File: src/verilog/acs_pkg.sv
// shared constants and types for the converter sequencer
package acs_pkg;
   localparam int RES_W     = 10;
   localparam int NUM_RES   = 8;
   localparam int REF_W     = 8;
   localparam int DEB_W     = 7;
   localparam int IDX_W     = 3;
   localparam int WAIT_W    = 16;
   localparam logic [IDX_W-1:0] LAST_IDX = 3'h7;
   localparam logic [IDX_W-1:0] CH_VOLT  = 3'h0;
   localparam logic [IDX_W-1:0] CH_TEMP  = 3'h1;
   localparam logic [IDX_W-1:0] CH_CURR  = 3'h2;
   localparam logic [IDX_W-1:0] CH_SUPPLY_INPUT_VOLTAGE  = 3'h3;
   localparam logic [IDX_W-1:0] CH_AUX1  = 3'h6;
   localparam logic [IDX_W-1:0] CH_AUX2  = 3'h7;
   localparam logic [RES_W-1:0] RES_ZERO = 10'h000;
   localparam logic [WAIT_W-1:0] WAIT_ZERO = 16'h0000;
   localparam logic [DEB_W-1:0] DEB_ZERO = 7'h00;
   typedef enum logic [1:0] {SEQ_SINGLE, SEQ_EIGHT, SEQ_ALL, SEQ_ACPWR} acs_seq_t;
   typedef enum logic [1:0] {CSRC_VOLT, CSRC_TEMP, CSRC_CURR, CSRC_AUX} acs_csrc_t;
   typedef enum logic [1:0] {PH_0, PH_90, PH_180, PH_270} acs_phase_t;
endpackage : acs_pkg

File: src/verilog/acs_cmp_if.sv
// results bundle between sequencer and comparators
`timescale 1ns/1ns
`default_nettype none
interface acs_cmp_if;
   logic                                         upd;
   logic [acs_pkg::NUM_RES-1:0][acs_pkg::RES_W-1:0] res;
   logic                                         chan_mode;
   modport src (output upd, output res, output chan_mode);
   modport dst (input upd, input res, input chan_mode);
endinterface : acs_cmp_if
`default_nettype wire

File: src/verilog/acs_comparator.sv
// one digital threshold comparator with debounce
`timescale 1ns/1ns
`default_nettype none
module acs_comparator (
   // clock and reset
   input  wire logic            core_clk_i,
   input  wire logic            nrst_i,
   input  wire logic            ce_i,
   // result stream
   acs_cmp_if.dst               rbus,
   // configuration
   input  wire acs_pkg::acs_csrc_t src_i,
   input  wire logic [acs_pkg::IDX_W-1:0] aux_idx_i,
   input  wire logic [acs_pkg::REF_W-1:0] ref_i,
   input  wire logic            deb_en_i,
   input  wire logic            deb_rise_i,
   input  wire logic [acs_pkg::DEB_W-1:0] debounce_count_i,
   // status
   output logic                 sense_o,
   output logic                 irq_o
);
   logic [acs_pkg::DEB_W-1:0] cnt_r;
   logic                      sense_r;
   logic                      irq_r;
   wire  [acs_pkg::IDX_W-1:0] sel_idx =
      (src_i == acs_pkg::CSRC_VOLT) ? acs_pkg::CH_VOLT :
      (src_i == acs_pkg::CSRC_TEMP) ? acs_pkg::CH_TEMP :
      (src_i == acs_pkg::CSRC_CURR) ? acs_pkg::CH_CURR : aux_idx_i;
   // upper 8 bits of the result against the reference
   wire        raw      = rbus.res[sel_idx][acs_pkg::RES_W-1 -: acs_pkg::REF_W] > ref_i;
   wire        diff     = raw != sense_r;
   wire        edge_ok  = raw ? deb_rise_i : ~deb_rise_i;
   wire        done_cnt = cnt_r + 7'h01 >= debounce_count_i;
   wire        take     = rbus.upd & rbus.chan_mode & diff &
                          (~deb_en_i | (cnt_r != acs_pkg::DEB_ZERO | edge_ok ? done_cnt : 1'b0));
   always_ff @(posedge core_clk_i) begin
      if (!nrst_i) begin
         cnt_r   <= acs_pkg::DEB_ZERO;
         sense_r <= 1'b0;
         irq_r   <= 1'b0;
      end else if (ce_i) begin
         irq_r <= take;
         if (take) begin
            sense_r <= raw;
            cnt_r   <= acs_pkg::DEB_ZERO;
         end else if (rbus.upd && rbus.chan_mode) begin
            // any unstable sample restarts the count
            cnt_r <= (diff && deb_en_i && (edge_ok || cnt_r != acs_pkg::DEB_ZERO)) ?
                     cnt_r + 7'h01 : acs_pkg::DEB_ZERO;
         end
      end
   end
   assign sense_o = sense_r;
   assign irq_o   = irq_r;
endmodule : acs_comparator
`default_nettype wire

File: src/verilog/acs_sequencer.sv
// converter sequencer, result registers, comparators and safety trip
`timescale 1ns/1ns
`default_nettype none
module acs_sequencer #(
   parameter int WAIT_W = acs_pkg::WAIT_W
) (
   // clock, reset, enable
   input  wire logic                         core_clk_i,
   input  wire logic                         nrst_i,
   input  wire logic                         ce_i,
   // mode control
   input  wire logic                         auto_mode_i,
   input  wire acs_pkg::acs_seq_t            seq_sel_i,
   input  wire logic [acs_pkg::IDX_W-1:0]    chan_sel_i,
   input  wire logic                         host_trig_i,
   input  wire logic                         sleep_request_pin_i,
   input  wire logic [WAIT_W-1:0]            wait_cycles_i,
   input  wire logic [WAIT_W-1:0]            auto_repeat_interval_i,
   input  wire logic                         auto_done_irq_en_i,
   input  wire logic                         off_in_sleep_i,
   input  wire logic                         osc_valid_i,
   // host read tracking
   input  wire logic                         host_read_busy_i,
   input  wire logic                         host_stop_i,
   // converter core
   output logic                              core_en_o,
   output logic                              conv_start_o,
   output logic [acs_pkg::IDX_W-1:0]         conv_chan_o,
   output logic                              conv_ac_o,
   input  wire logic                         conv_done_i,
   input  wire logic [acs_pkg::RES_W-1:0]    conv_data_i,
   // results
   output logic [acs_pkg::NUM_RES*acs_pkg::RES_W-1:0] results_o,
   output logic                              results_signed_o,
   output logic                              done_irq_o,
   output logic                              busy_o,
   // comparators
   input  wire acs_pkg::acs_csrc_t           cmpa_src_i,
   input  wire acs_pkg::acs_csrc_t           cmpb_src_i,
   input  wire logic [acs_pkg::REF_W-1:0]    cmpa_ref_i,
   input  wire logic [acs_pkg::REF_W-1:0]    cmpb_ref_i,
   input  wire logic [1:0]                   deb_en_i,
   input  wire logic [1:0]                   deb_rise_i,
   input  wire logic [acs_pkg::DEB_W-1:0]    debounce_count_a_i,
   input  wire logic [acs_pkg::DEB_W-1:0]    debounce_count_b_i,
   output logic [1:0]                        cmp_sense_o,
   output logic [1:0]                        cmp_irq_o,
   // thermistor and supply scaling
   input  wire logic                         therm_low_i,
   input  wire logic                         therm_trip_en_i,
   input  wire logic                         therm_shut_en_i,
   input  wire logic                         pullup_sleep_off_i,
   input  wire logic                         pullup_never_i,
   input  wire logic                         supply_input_voltage_scale_cmd_i,
   output logic                              therm_irq_o,
   output logic                              boost_rampdown_o,
   output logic                              pa_disable_o,
   output logic                              therm_pullup_en_o,
   output logic                              supply_input_voltage_scale_en_o,
   // mixer phase
   input  wire acs_pkg::acs_phase_t          mix_phase_i,
   output logic [3:0]                        mix_clk_o
);
   typedef enum logic [2:0] {S_IDLE, S_WAIT, S_START, S_CONV, S_COMMIT, S_RATE} acs_state_t;

   acs_state_t                               state_r;
   logic [WAIT_W-1:0]                        tmr_r;
   logic [acs_pkg::IDX_W-1:0]                idx_r;
   logic [1:0]                               seq_r;
   logic [acs_pkg::IDX_W-1:0]                chan_r;
   logic                                     auto_r;
   logic [acs_pkg::NUM_RES-1:0][acs_pkg::RES_W-1:0] shadow_r;
   logic [acs_pkg::NUM_RES-1:0][acs_pkg::RES_W-1:0] res_r;
   logic                                     pend_r;
   logic                                     pend_chan_r;
   logic                                     signed_r;
   logic                                     pend_signed_r;
   logic                                     done_irq_r;
   logic                                     slp_q_r;
   logic                                     therm_q_r;
   logic                                     therm_irq_r;
   logic                                     shut_r;
   logic [1:0]                               mix_cnt_r;

   acs_cmp_if cbus ();

   // either direction of the sleep pin counts as activity
   wire slp_edge   = sleep_request_pin_i ^ slp_q_r;
   wire slp_enter  = sleep_request_pin_i & ~slp_q_r;
   wire run_ok     = ce_i & osc_valid_i;
   wire trig       = host_trig_i | slp_edge;
   wire is_ac      = seq_r == acs_pkg::SEQ_ACPWR;
   wire chan_seq   = seq_r == acs_pkg::SEQ_ALL;
   wire last_conv  = idx_r == acs_pkg::LAST_IDX & seq_r != acs_pkg::SEQ_SINGLE;
   wire single_end = seq_r == acs_pkg::SEQ_SINGLE;
   wire seq_end    = conv_done_i & (last_conv | single_end);
   wire wait_done  = tmr_r == acs_pkg::WAIT_ZERO;
   // store index: channel seq by channel, single by its channel, else in order
   wire [acs_pkg::IDX_W-1:0] store_idx =
      (seq_r == acs_pkg::SEQ_SINGLE) ? chan_r : idx_r;
   wire commit_ok  = pend_r & ~host_read_busy_i;
   wire set_pend   = state_r == S_COMMIT && run_ok;
   wire clear_res  = slp_enter & off_in_sleep_i;
   // auto mode only offers the two full sequences
   wire acs_pkg::acs_seq_t seq_eff =
      (auto_mode_i && seq_sel_i != acs_pkg::SEQ_ACPWR) ? acs_pkg::SEQ_ALL : seq_sel_i;

   always_ff @(posedge core_clk_i) begin
      if (!nrst_i) begin
         state_r    <= S_IDLE;
         tmr_r      <= acs_pkg::WAIT_ZERO;
         idx_r      <= '0;
         seq_r      <= acs_pkg::SEQ_SINGLE;
         chan_r     <= '0;
         auto_r     <= 1'b0;
         done_irq_r <= 1'b0;
      end else if (run_ok) begin
         done_irq_r <= 1'b0;
         case (state_r)
            S_IDLE: begin
               if (auto_mode_i || trig) begin
                  state_r <= S_WAIT;
                  tmr_r   <= wait_cycles_i;
                  seq_r   <= seq_eff;
                  chan_r  <= chan_sel_i;
                  auto_r  <= auto_mode_i;
                  idx_r   <= '0;
               end
            end
            S_WAIT: begin
               // new triggers are not looked at until idle again
               if (wait_done) state_r <= S_START;
               else tmr_r <= tmr_r - WAIT_W'(1);
            end
            S_START: state_r <= S_CONV;
            S_CONV: begin
               if (seq_end) begin
                  state_r <= S_COMMIT;
               end else if (conv_done_i) begin
                  idx_r   <= idx_r + 3'h1;
                  state_r <= S_START;
               end
            end
            S_COMMIT: begin
               done_irq_r <= ~auto_r | auto_done_irq_en_i;
               if (auto_r) begin
                  state_r <= S_RATE;
                  tmr_r   <= auto_repeat_interval_i;
               end else begin
                  state_r <= S_IDLE;
               end
            end
            S_RATE: begin
               // repeats skip the settling wait; core powers up again at START
               if (!auto_mode_i) state_r <= S_IDLE;
               else if (wait_done) begin
                  state_r <= S_START;
                  seq_r   <= seq_eff;
                  idx_r   <= '0;
               end else tmr_r <= tmr_r - WAIT_W'(1);
            end
            default: state_r <= S_IDLE;
         endcase
      end
   end

   always_ff @(posedge core_clk_i) begin
      if (!nrst_i) begin
         shadow_r    <= '0;
         res_r       <= '0;
         pend_r      <= 1'b0;
         pend_chan_r <= 1'b0;
         signed_r    <= 1'b0;
         pend_signed_r <= 1'b0;
         slp_q_r     <= 1'b0;
      end else if (ce_i) begin
         slp_q_r <= sleep_request_pin_i;
         if (state_r == S_CONV && conv_done_i && run_ok)
            shadow_r[store_idx] <= conv_data_i;
         if (clear_res) begin
            res_r  <= '0;
            pend_r <= 1'b0;
         end else if (set_pend) begin
            // a fresh set wins; an older pending commit waits one cycle
            pend_r      <= 1'b1;
            // the all-channel and AC sets map each register to one channel; only the all-channel set sets chan_mode
            pend_chan_r <= chan_seq;
            pend_signed_r <= is_ac;
         end else if (commit_ok) begin
            res_r    <= shadow_r;
            signed_r <= pend_signed_r;
            pend_r   <= 1'b0;
         end
      end
   end

   // a deferred commit lands on the stop; busy already low then
   wire cmp_upd = commit_ok & ~clear_res & ~set_pend & (host_stop_i | ~host_read_busy_i);

   assign cbus.upd       = cmp_upd;
   assign cbus.res       = shadow_r;
   assign cbus.chan_mode = pend_chan_r;

   // aux pins only reachable by their own comparator
   acs_comparator u_cmp_a (
      .core_clk_i       (core_clk_i),
      .nrst_i           (nrst_i),
      .ce_i             (ce_i),
      .rbus             (cbus),
      .src_i            (cmpa_src_i),
      .aux_idx_i        (acs_pkg::CH_AUX1),
      .ref_i            (cmpa_ref_i),
      .deb_en_i         (deb_en_i[0]),
      .deb_rise_i       (deb_rise_i[0]),
      .debounce_count_i (debounce_count_a_i),
      .sense_o          (cmp_sense_o[0]),
      .irq_o            (cmp_irq_o[0])
   );
   acs_comparator u_cmp_b (
      .core_clk_i       (core_clk_i),
      .nrst_i           (nrst_i),
      .ce_i             (ce_i),
      .rbus             (cbus),
      .src_i            (cmpb_src_i),
      .aux_idx_i        (acs_pkg::CH_AUX2),
      .ref_i            (cmpb_ref_i),
      .deb_en_i         (deb_en_i[1]),
      .deb_rise_i       (deb_rise_i[1]),
      .debounce_count_i (debounce_count_b_i),
      .sense_o          (cmp_sense_o[1]),
      .irq_o            (cmp_irq_o[1])
   );

   // thermistor trip and mixer phase counter
   always_ff @(posedge core_clk_i) begin
      if (!nrst_i) begin
         therm_q_r   <= 1'b0;
         therm_irq_r <= 1'b0;
         shut_r      <= 1'b0;
         mix_cnt_r   <= 2'h0;
      end else if (ce_i) begin
         therm_q_r   <= therm_low_i & therm_trip_en_i;
         therm_irq_r <= therm_low_i & therm_trip_en_i & ~therm_q_r;
         // shutdown holds while the trip stands
         shut_r      <= therm_low_i & therm_trip_en_i & therm_shut_en_i;
         mix_cnt_r   <= mix_cnt_r + 2'h1;
      end
   end

   // A leads; B offset by the selected quarter period, only I or Q pairs
   wire [1:0] b_cnt  = mix_cnt_r - mix_phase_i;
   wire       clk_a  = ~mix_cnt_r[1];
   wire       clk_b  = ~b_cnt[1];
   wire       ac_on  = state_r != S_IDLE && is_ac;

   assign mix_clk_o         = ac_on ? {~clk_b, clk_b, ~clk_a, clk_a} : 4'h0;
   // core stays powered across START/CONV turnarounds of a multi-sample set
   assign core_en_o         = state_r == S_WAIT || state_r == S_START || state_r == S_CONV;
   assign conv_start_o      = state_r == S_START && run_ok;
   assign conv_chan_o       = (seq_r == acs_pkg::SEQ_SINGLE || seq_r == acs_pkg::SEQ_EIGHT) ?
                              chan_r : idx_r;
   assign conv_ac_o         = is_ac;
   assign busy_o            = state_r != S_IDLE;
   assign done_irq_o        = done_irq_r;
   assign results_o         = res_r;
   assign results_signed_o  = signed_r;
   assign therm_irq_o       = therm_irq_r;
   assign boost_rampdown_o  = shut_r;
   assign pa_disable_o      = shut_r;
   assign therm_pullup_en_o = ~pullup_never_i & ~(pullup_sleep_off_i & sleep_request_pin_i);
   assign supply_input_voltage_scale_en_o   = supply_input_voltage_scale_cmd_i & (state_r == S_CONV || state_r == S_START) &
                              conv_chan_o == acs_pkg::CH_SUPPLY_INPUT_VOLTAGE & ~is_ac;
endmodule : acs_sequencer
`default_nettype wire

File: config.mk
export PLATFORM = sky130hd
export DESIGN_NAME = acs_sequencer
export DESIGN_NICKNAME = d
export VERILOG_FILES = /design/src/verilog/acs_pkg.sv /design/src/verilog/acs_cmp_if.sv /design/src/verilog/acs_comparator.sv /design/src/verilog/acs_sequencer.sv
export SDC_FILE = /design/constraint.sdc
export NUM_CORES = 1
export LEC_CHECK = 0
export BUFFER_PORTS_ARGS = -buffer_cell sky130_fd_sc_hd__buf_2
export CORE_MARGIN = 10
export CORE_UTILIZATION = 59
export DETAILED_ROUTE_END_ITERATION = 12
export GPL_ROUTABILITY_DRIVEN = 0
export GPL_TIMING_DRIVEN = 0
export PLACE_DENSITY = 0.85
export RECOVER_POWER = 25
export SKIP_CTS_REPAIR_TIMING = 1
export SLEW_MARGIN = 20
export SYNTH_ARGS = -nofsm -noshare
export SYNTH_HDL_FRONTEND = slang
export SYNTH_SLANG_ARGS = --single-unit
File: constraint.sdc
create_clock -name core_clk_i -period 5 [get_ports core_clk_i]
set_input_delay 0.75 -clock core_clk_i [delete_from_list [all_inputs] [get_ports core_clk_i]]
set_output_delay 0.75 -clock core_clk_i [all_outputs]
set_load 0.02 [all_outputs]
==> results.py, run 1 <==
metrics = {
    "sta": {
        "finalSetupViolations": 0,
        "timing.final.crit_share_pct": 69.03,
        "finalCriticalPeriod_ps": 3451,
        "worst_pin_slew_ps": 1071,
        "maxSlewHeadroom_pct": 27.96,
        "hold_ws_ps": 465.1,
        "finalHoldViolations": 0,
        "rsz0062_at_grt": "false",
        "fmax_mhz": 289.7,
        "slew_violations": 0,
        "tns_ps": 0,
        "finClkSkew_ps": 10.27,
    },
    "global_route": {
        "overflow": 0,
        "grt_start_max_net_pins": 16,
        "grt_pass1_vias": 9479,
        "grt_use_total_pct": 26.61,
        "antenna_found_initial": 0,
        "grt_pass1_wl_um": 49030,
    },
    "final_layout": {
        "syn_to_final_growth_pct": 18.95,
        "seq_area_sq_um": 4344,
        "fillers": 1284,
        "drive_gt1_share_pct": 14.36,
        "final_nets": 1492,
        "multi_input_area_sq_um": 5301,
        "postLayoutCellArea_sq_um": 12070,
        "layout.cells.non_filler": 1586,
    },
    "clock_tree": {
        "cts_root_buffer": "clkbuf_16",
        "clk_pin_slew_worst_paths_ps": 60,
        "clk_latency_ps": 510,
        "cts_buffer_depth": 3,
        "numCtsBuffers": 23,
        "numClockSinks": 217,
        "htreeDepth": 1,
        "cts_tree": "built",
    },
    "logic_synthesis": {
        "netlist.area_leader.share_pct": 42.80,
        "synth_xor_area_share_pct": 1.812,
        "syn_area_sq_um": 10150,
        "synth_flop_cell": "dfxtp_1",
        "synth_compound_gate_area_share_pct": 15.13,
        "yosys.area.top_type": "dfxtp_1",
        "synth_top_family_by_area": "simple AND/OR/NAND/NOR gates",
        "synth_mux_area_share_pct": 13.05,
        "yosysWarnings": 0,
        "avgSynthCellArea_sq_um": 8.958,
        "syn_nets": 1276,
        "ys_ff_latch": 217,
        "synth_cell_types": 63,
        "syn-instance-count": 1133,
        "ys_seq_area_share_pct": 42.80,
        "synth_edf_count": 0,
        "synthSimpleGateAreaFrac_pct": 17.52,
        "async_flop_share_pct": 0,
        "synth_fa_ha_area_share_pct": 4.684,
        "synth_area_leaders": "dfxtp_1 (43%), mux2i_1 (9.2%), nor2_1 (7.9%)",
    },
    "critical_path": {
        "critical_path_class": "in -> reg",
        "critPathArrivalTime_ps": 3880,
        "worstPathRequired_ps": 5430,
        "worst_setup_path_end_kind": "flop",
        "critPathMaxFanout": 8,
        "setup.worst_path.start_class": "input pin",
    },
    "place": {
        "post-dp-hpwl_um": 22740,
        "placedCellCount": 1544,
        "io_buffer_count": 191,
        "placed_area_sq_um": 11380,
    },
    "floorplanning": {
        "die_area_sq_um": 22850,
        "ios": 207,
        "core-area_sq_um": 16700,
        "die_y_um": 151.2,
        "num_rows": 47,
        "start_util_pct": 60.77,
        "die_x_um": 151.2,
    },
    "power": {
        "ir_worst_vdd_uv": 311.6,
        "power.total_mw": 3.870,
        "p_leak_nw": 5.185,
        "power_density_nw_per_um2": 320.6,
    },
    "drt": {
        "viasPerCell": 6.038,
        "ant_nets": 0,
        "drt-initial-drc-count": 898,
        "routedWlPerCell_um": 20.09,
        "vias": 9576,
        "first_pass_iters": 6,
        "drc": 0,
        "finalWirelength_um": 31860,
    },
    "hold_path": {
        "worstHoldPathType": "reg -> reg",
    },
    "outcome": {
        "run_status": "finished clean",
    },
    "run": {
        "max_cap_violations": 0,
    },
}
-- sequential cells by signal (all words and copies together), names as in the netlist, 2 cells and up --
signal         count
tmr_r             16
results_o         80
idx_r              3
chan_r             3
seq_r              2
state_r            3
cbus.res          80
u_cmp_a.cnt_r      7
mix_cnt_r          2
u_cmp_b.cnt_r      7
-- critical path, cell delays in order --
cell      delay (ps)
clkbuf_1         500
mux4_2           590
ha_1             300
nor2b_1          130
o211ai_1         150
a21oi_1           80
o22ai_1          470
mux2i_1          560
o211ai_1         160
a21oi_1          170
-- logic make-up after synthesis --
group | count (synthesis)
DFF | 217
buffers and inverters | 127
and+or+nand+nor | 391
xor gates and xnor gates | 21
adders and majority gates | 38
muxes | 112
AOI/OAI and AO/OA | 227
-- synthesized netlist by cell type, types with 7 or more instances --
master and n:
mux4_2 16, buf_1 9, dfxtp_1 217, xor2_1 7, o21ai_0 30, buf_2 7
nor3_1 17, nor2_1 213, nand2_1 62, ha_1 38, a221oi_1 7, nand4_1 8
xnor2_1 14, mux2i_1 93, nand3_1 21, inv_1 44, nor2b_1 13, a211oi_1 15
clkbuf_1 61, a22oi_1 82, nand2b_1 8, or3_1 7, a21oi_1 49
-- per-layer routing --
metal,GRT usage (%),wire length (um),vias to the layer above
met5,0,0,-
met2,45.83,15350,519
met3,6.832,3284,79
met1,31.52,12210,4532
met4,9.143,1006,0
li1,-,-,4446
-- layout by cell type, fill, tap and decap left out, drive strengths merged, types with 13 or more instances in the layout --
master  netlist  final
dfxtp       217    217
nor2        213    213
clkbuf       61    166
buf          22    134
mux2i        93     93
a22oi        82     82
nand2        62     62
a21oi        49     49
inv          44     44
ha           38     38
o21ai        34     34
nand3        21     21
nor3         17     17
mux4         16     16
a211oi       15     15
xnor2        14     14
nor2b        13     13
-- final cells by class --
class | instances | area share, %
clock buffer | 26 | 4.944
multi-input combinational | 789 | 43.91
buffer | 83 | 2.840
sequential | 217 | 35.98
inverter | 44 | 1.368
tap | 220 | 2.280
clock inverter | 15 | 1.555
timing repair buffer | 191 | 7.099
antenna | 1 | 0.02073
-- report_power, final --
| part | total [mW] | internal (mW) | switching, mW |
|---|---|---|---|
| clock network | 1.79 | 1.07 | 0.728 |
| logic | 0.315 | 0.116 | 0.200 |
| registers | 1.76 | 1.74 | 0.0157 |
| total | 3.87 | 2.93 | 0.943 |
-- final timing paths --
check / start / slack, ps / cells past startpoint / end
setup / recovery: cmpb_src_i[0] / 1550 / 10 / u_cmp_b.cnt_r[2]
hold reg to reg: therm_q_r / 470 / 2 / therm_q_r
setup reg to reg: tmr_r[0] / 1650 / 9 / tmr_r[8]
hold / removal: therm_q_r / 470 / 2 / therm_q_r
-- metrics by stage --
| stage | utilization (%) | setup WS, ps |
|---|---|---|
| floorplan | - | 1563 |
| global placement | 68.15 | 1111 |
| detailed placement | 68.15 | 1039 |
| CTS | 72.84 | 1575 |
| global route | 72.27 | 1321 |
| finish | 72.29 | 1549 |
Note: power is estimated with default switching activity, not from simulation.
==> inputs of run 2 (changes only) <==
--- a/config.mk
+++ b/config.mk
@@ -7,11 +7,11 @@
 export LEC_CHECK = 0
 export BUFFER_PORTS_ARGS = -buffer_cell sky130_fd_sc_hd__buf_2
 export CORE_MARGIN = 10
-export CORE_UTILIZATION = 59
+export CORE_UTILIZATION = 50
 export DETAILED_ROUTE_END_ITERATION = 12
 export GPL_ROUTABILITY_DRIVEN = 0
 export GPL_TIMING_DRIVEN = 0
-export PLACE_DENSITY = 0.85
+export PLACE_DENSITY = 0.77
 export RECOVER_POWER = 25
 export SKIP_CTS_REPAIR_TIMING = 1
 export SLEW_MARGIN = 20
==> constraint.sdc (replaced) <==
create_clock -name core_clk_i -period 2.85 [get_ports core_clk_i]
set_input_delay 0.4275 -clock core_clk_i [delete_from_list [all_inputs] [get_ports core_clk_i]]
set_output_delay 0.4275 -clock core_clk_i [all_outputs]
set_load 0.02 [all_outputs]
==> results.py, run 2 (synthesis gave the netlist of run 1 again) <==
metrics = {
    "critical_path": {
        "worst-path-buf-inv": 1,
        "crit_end": "u_cmp_a.cnt_r[6]",
        "critPathArrivalTime_ps": 3240,
        "r2r_cells": 10,
        "timing.rr.end": "u_cmp_a.cnt_r[6]",
        "r2r_start": "cbus.res[3]",
        "crit_top_cell": "a21o_1",
        "worst_setup_path_end_kind": "flop",
        "slowest_stage": "mux4_2",
        "path_depth": 10,
        "setup.worst_path.start_class": "flop",
        "critPathMaxFanout": 4,
        "worstPathRequired_ps": 3240,
        "critPathMaxStageDelay_ps": 510,
        "crit_chain": "mux4_2, ha_1, nor2b_1, o211ai_1, a21o_1, a21o_1, buf_4, xor2_1, nor3_2, o21ai_0",
        "path_delay_family": "compound AO/OA/AOI/OAI gates",
        "reg2reg_slack_ps": -0.5,
        "crit_path_start": "cbus.res[3]",
        "critical_path_class": "reg -> reg",
    },
    "place": {
        "io_buffer_count": 191,
        "post-dp-hpwl_um": 22930,
        "pre_cts_ws_ps": -490.0,
    },
    "final_layout": {
        "multi_input_area_sq_um": 5381,
        "drive_gt1_share_pct": 15.91,
        "final_core_util_pct": 60.79,
        "seq_area_sq_um": 4348,
        "syn_to_final_growth_pct": 20.41,
        "layout_commonest_cell": "dfxtp_1",
        "fillers": 1789,
        "final_nets": 1492,
        "final_cell_mix": "dfxtp_1 (214), nor2_1 (212), clkbuf_1 (139)",
    },
    "power": {
        "p_int_mw": 5.068,
        "power_frac_clock_pct": 45.7,
        "power.total_mw": 6.723,
        "power_density_nw_per_um2": 550.1,
        "p_leak_nw": 5.205,
        "power.share.switching_pct": 24.62,
        "ir_worst_vdd_uv": 454.1,
        "combPwrFrac_pct": 8.3,
        "seqPwrFrac_pct": 46.0,
        "p_sw_mw": 1.655,
    },
    "global_route": {
        "grt_pass1_vias": 9033,
        "grt_pass1_wl_um": 48620,
        "overflow": 0,
        "antenna_found_initial": 0,
        "grt_start_max_net_pins": 14,
        "grt_use_total_pct": 22.54,
    },
    "clock_tree": {
        "cts_tree": "built",
        "cts_buffer_depth": 3,
        "numCtsBuffers": 23,
        "cts_root_buffer": "clkbuf_16",
        "htreeDepth": 1,
        "clk_pin_slew_worst_paths_ps": 60,
        "clk_latency_ps": 530,
        "numClockSinks": 217,
    },
    "sta": {
        "maxSlewHeadroom_pct": 41.48,
        "slew_violations": 0,
        "finalHoldViolations": 0,
        "finalCriticalPeriod_ps": 2851,
        "timing.final.crit_share_pct": 100.0,
        "hold_ws_ps": 142.6,
        "worst_pin_slew_ps": 877.8,
        "finClkSkew_ps": 13.55,
        "finalSetupViolations": 1,
        "fin_ws_ps": -0.5131,
        "fmax_mhz": 350.8,
    },
    "drt": {
        "finalWirelength_um": 31710,
        "ant_nets": 0,
        "viasPerCell": 5.726,
        "drc": 0,
        "vias": 9368,
        "drt-initial-drc-count": 779,
        "first_pass_iters": 6,
        "routedWlPerCell_um": 19.38,
    },
    "floorplanning": {
        "die_y_um": 162.5,
        "num_rows": 52,
        "die_x_um": 162.5,
        "start_util_pct": 50.49,
        "die_area_sq_um": 26400,
        "ios": 207,
        "core-area_sq_um": 20100,
    },
    "outcome": {
        "run_status": "finished with violations",
        "violations": "setup timing",
    },
    "run": {
        "max_cap_violations": 0,
    },
    "hold_path": {
        "worstHoldPathType": "in -> reg",
    },
}
==> run 2: stage by stage <==
stage	instance area (sq um)	cells	TNS, ps
CTS	12220	1634	-6515
floorplan	10160	1133	-57.01
detailed placement	11450	1594	-11440
global route	12220	1634	-117.9
finish	12220	1636	-0.5131
global placement	11450	1594	-8431
==> run 2: power by group through the flow <==
stage | clock network (mW) | registers [mW] | logic, mW
final | 3.07 | 3.09 | 0.559
after global routing | 3.20 | 3.09 | 0.608
after CTS | 3.09 | 3.09 | 0.543
after detailed placement | 0 | 3.15 | 0.538
after global placement | 0 | 3.15 | 0.531
after floorplan | 0 | 3.15 | 0.344
==> run 2: per-layer routing <==
layer | up-vias | GRT usage, % | wire length (um)
li1 | 4452 | - | -
met1 | 4432 | 27.67 | 12790
met2 | 416 | 37.64 | 15010
met3 | 68 | 5.511 | 2880
met4 | 0 | 8.023 | 1023
met5 | - | 0 | 0
==> run 2: worst reg2reg max path, stage by stage (launching register included) <==
cell,delay (ps)
dfxtp_2,360
mux4_2,510
ha_1,310
nor2b_1,150
o211ai_1,110
a21o_1,190
a21o_1,240
buf_4,160
xor2_1,150
nor3_2,360
o21ai_0,170
==> run 2: final cells by class <==
type / instances / share of cell area [%]
Antenna cell: 2 / 0.04095
Buffer: 81 / 2.795
Multi-Input combinational cell: 789 / 44.03
Tap cell: 270 / 2.764
Clock buffer: 31 / 5.364
Clock inverter: 9 / 0.9418
Sequential cell: 217 / 35.58
Timing Repair Buffer: 193 / 7.136
Inverter: 44 / 1.351
==> run 2: worst min path at each step <==
| stage | start | cells after the start | endpoint | slack, ps |
|---|---|---|---|---|
| final | chan_sel_i[1] | 3 | chan_r[1] | 140 |
| after global placement | u_cmp_b.irq_o | 2 | u_cmp_b.irq_o | 440 |
| after CTS | chan_sel_i[1] | 3 | chan_r[1] | 130 |
| after floorplan | u_cmp_b.irq_o | 2 | u_cmp_b.irq_o | 440 |
| after detailed placement | u_cmp_b.irq_o | 2 | u_cmp_b.irq_o | 450 |
| after global routing | chan_sel_i[0] | 3 | chan_r[0] | 150 |
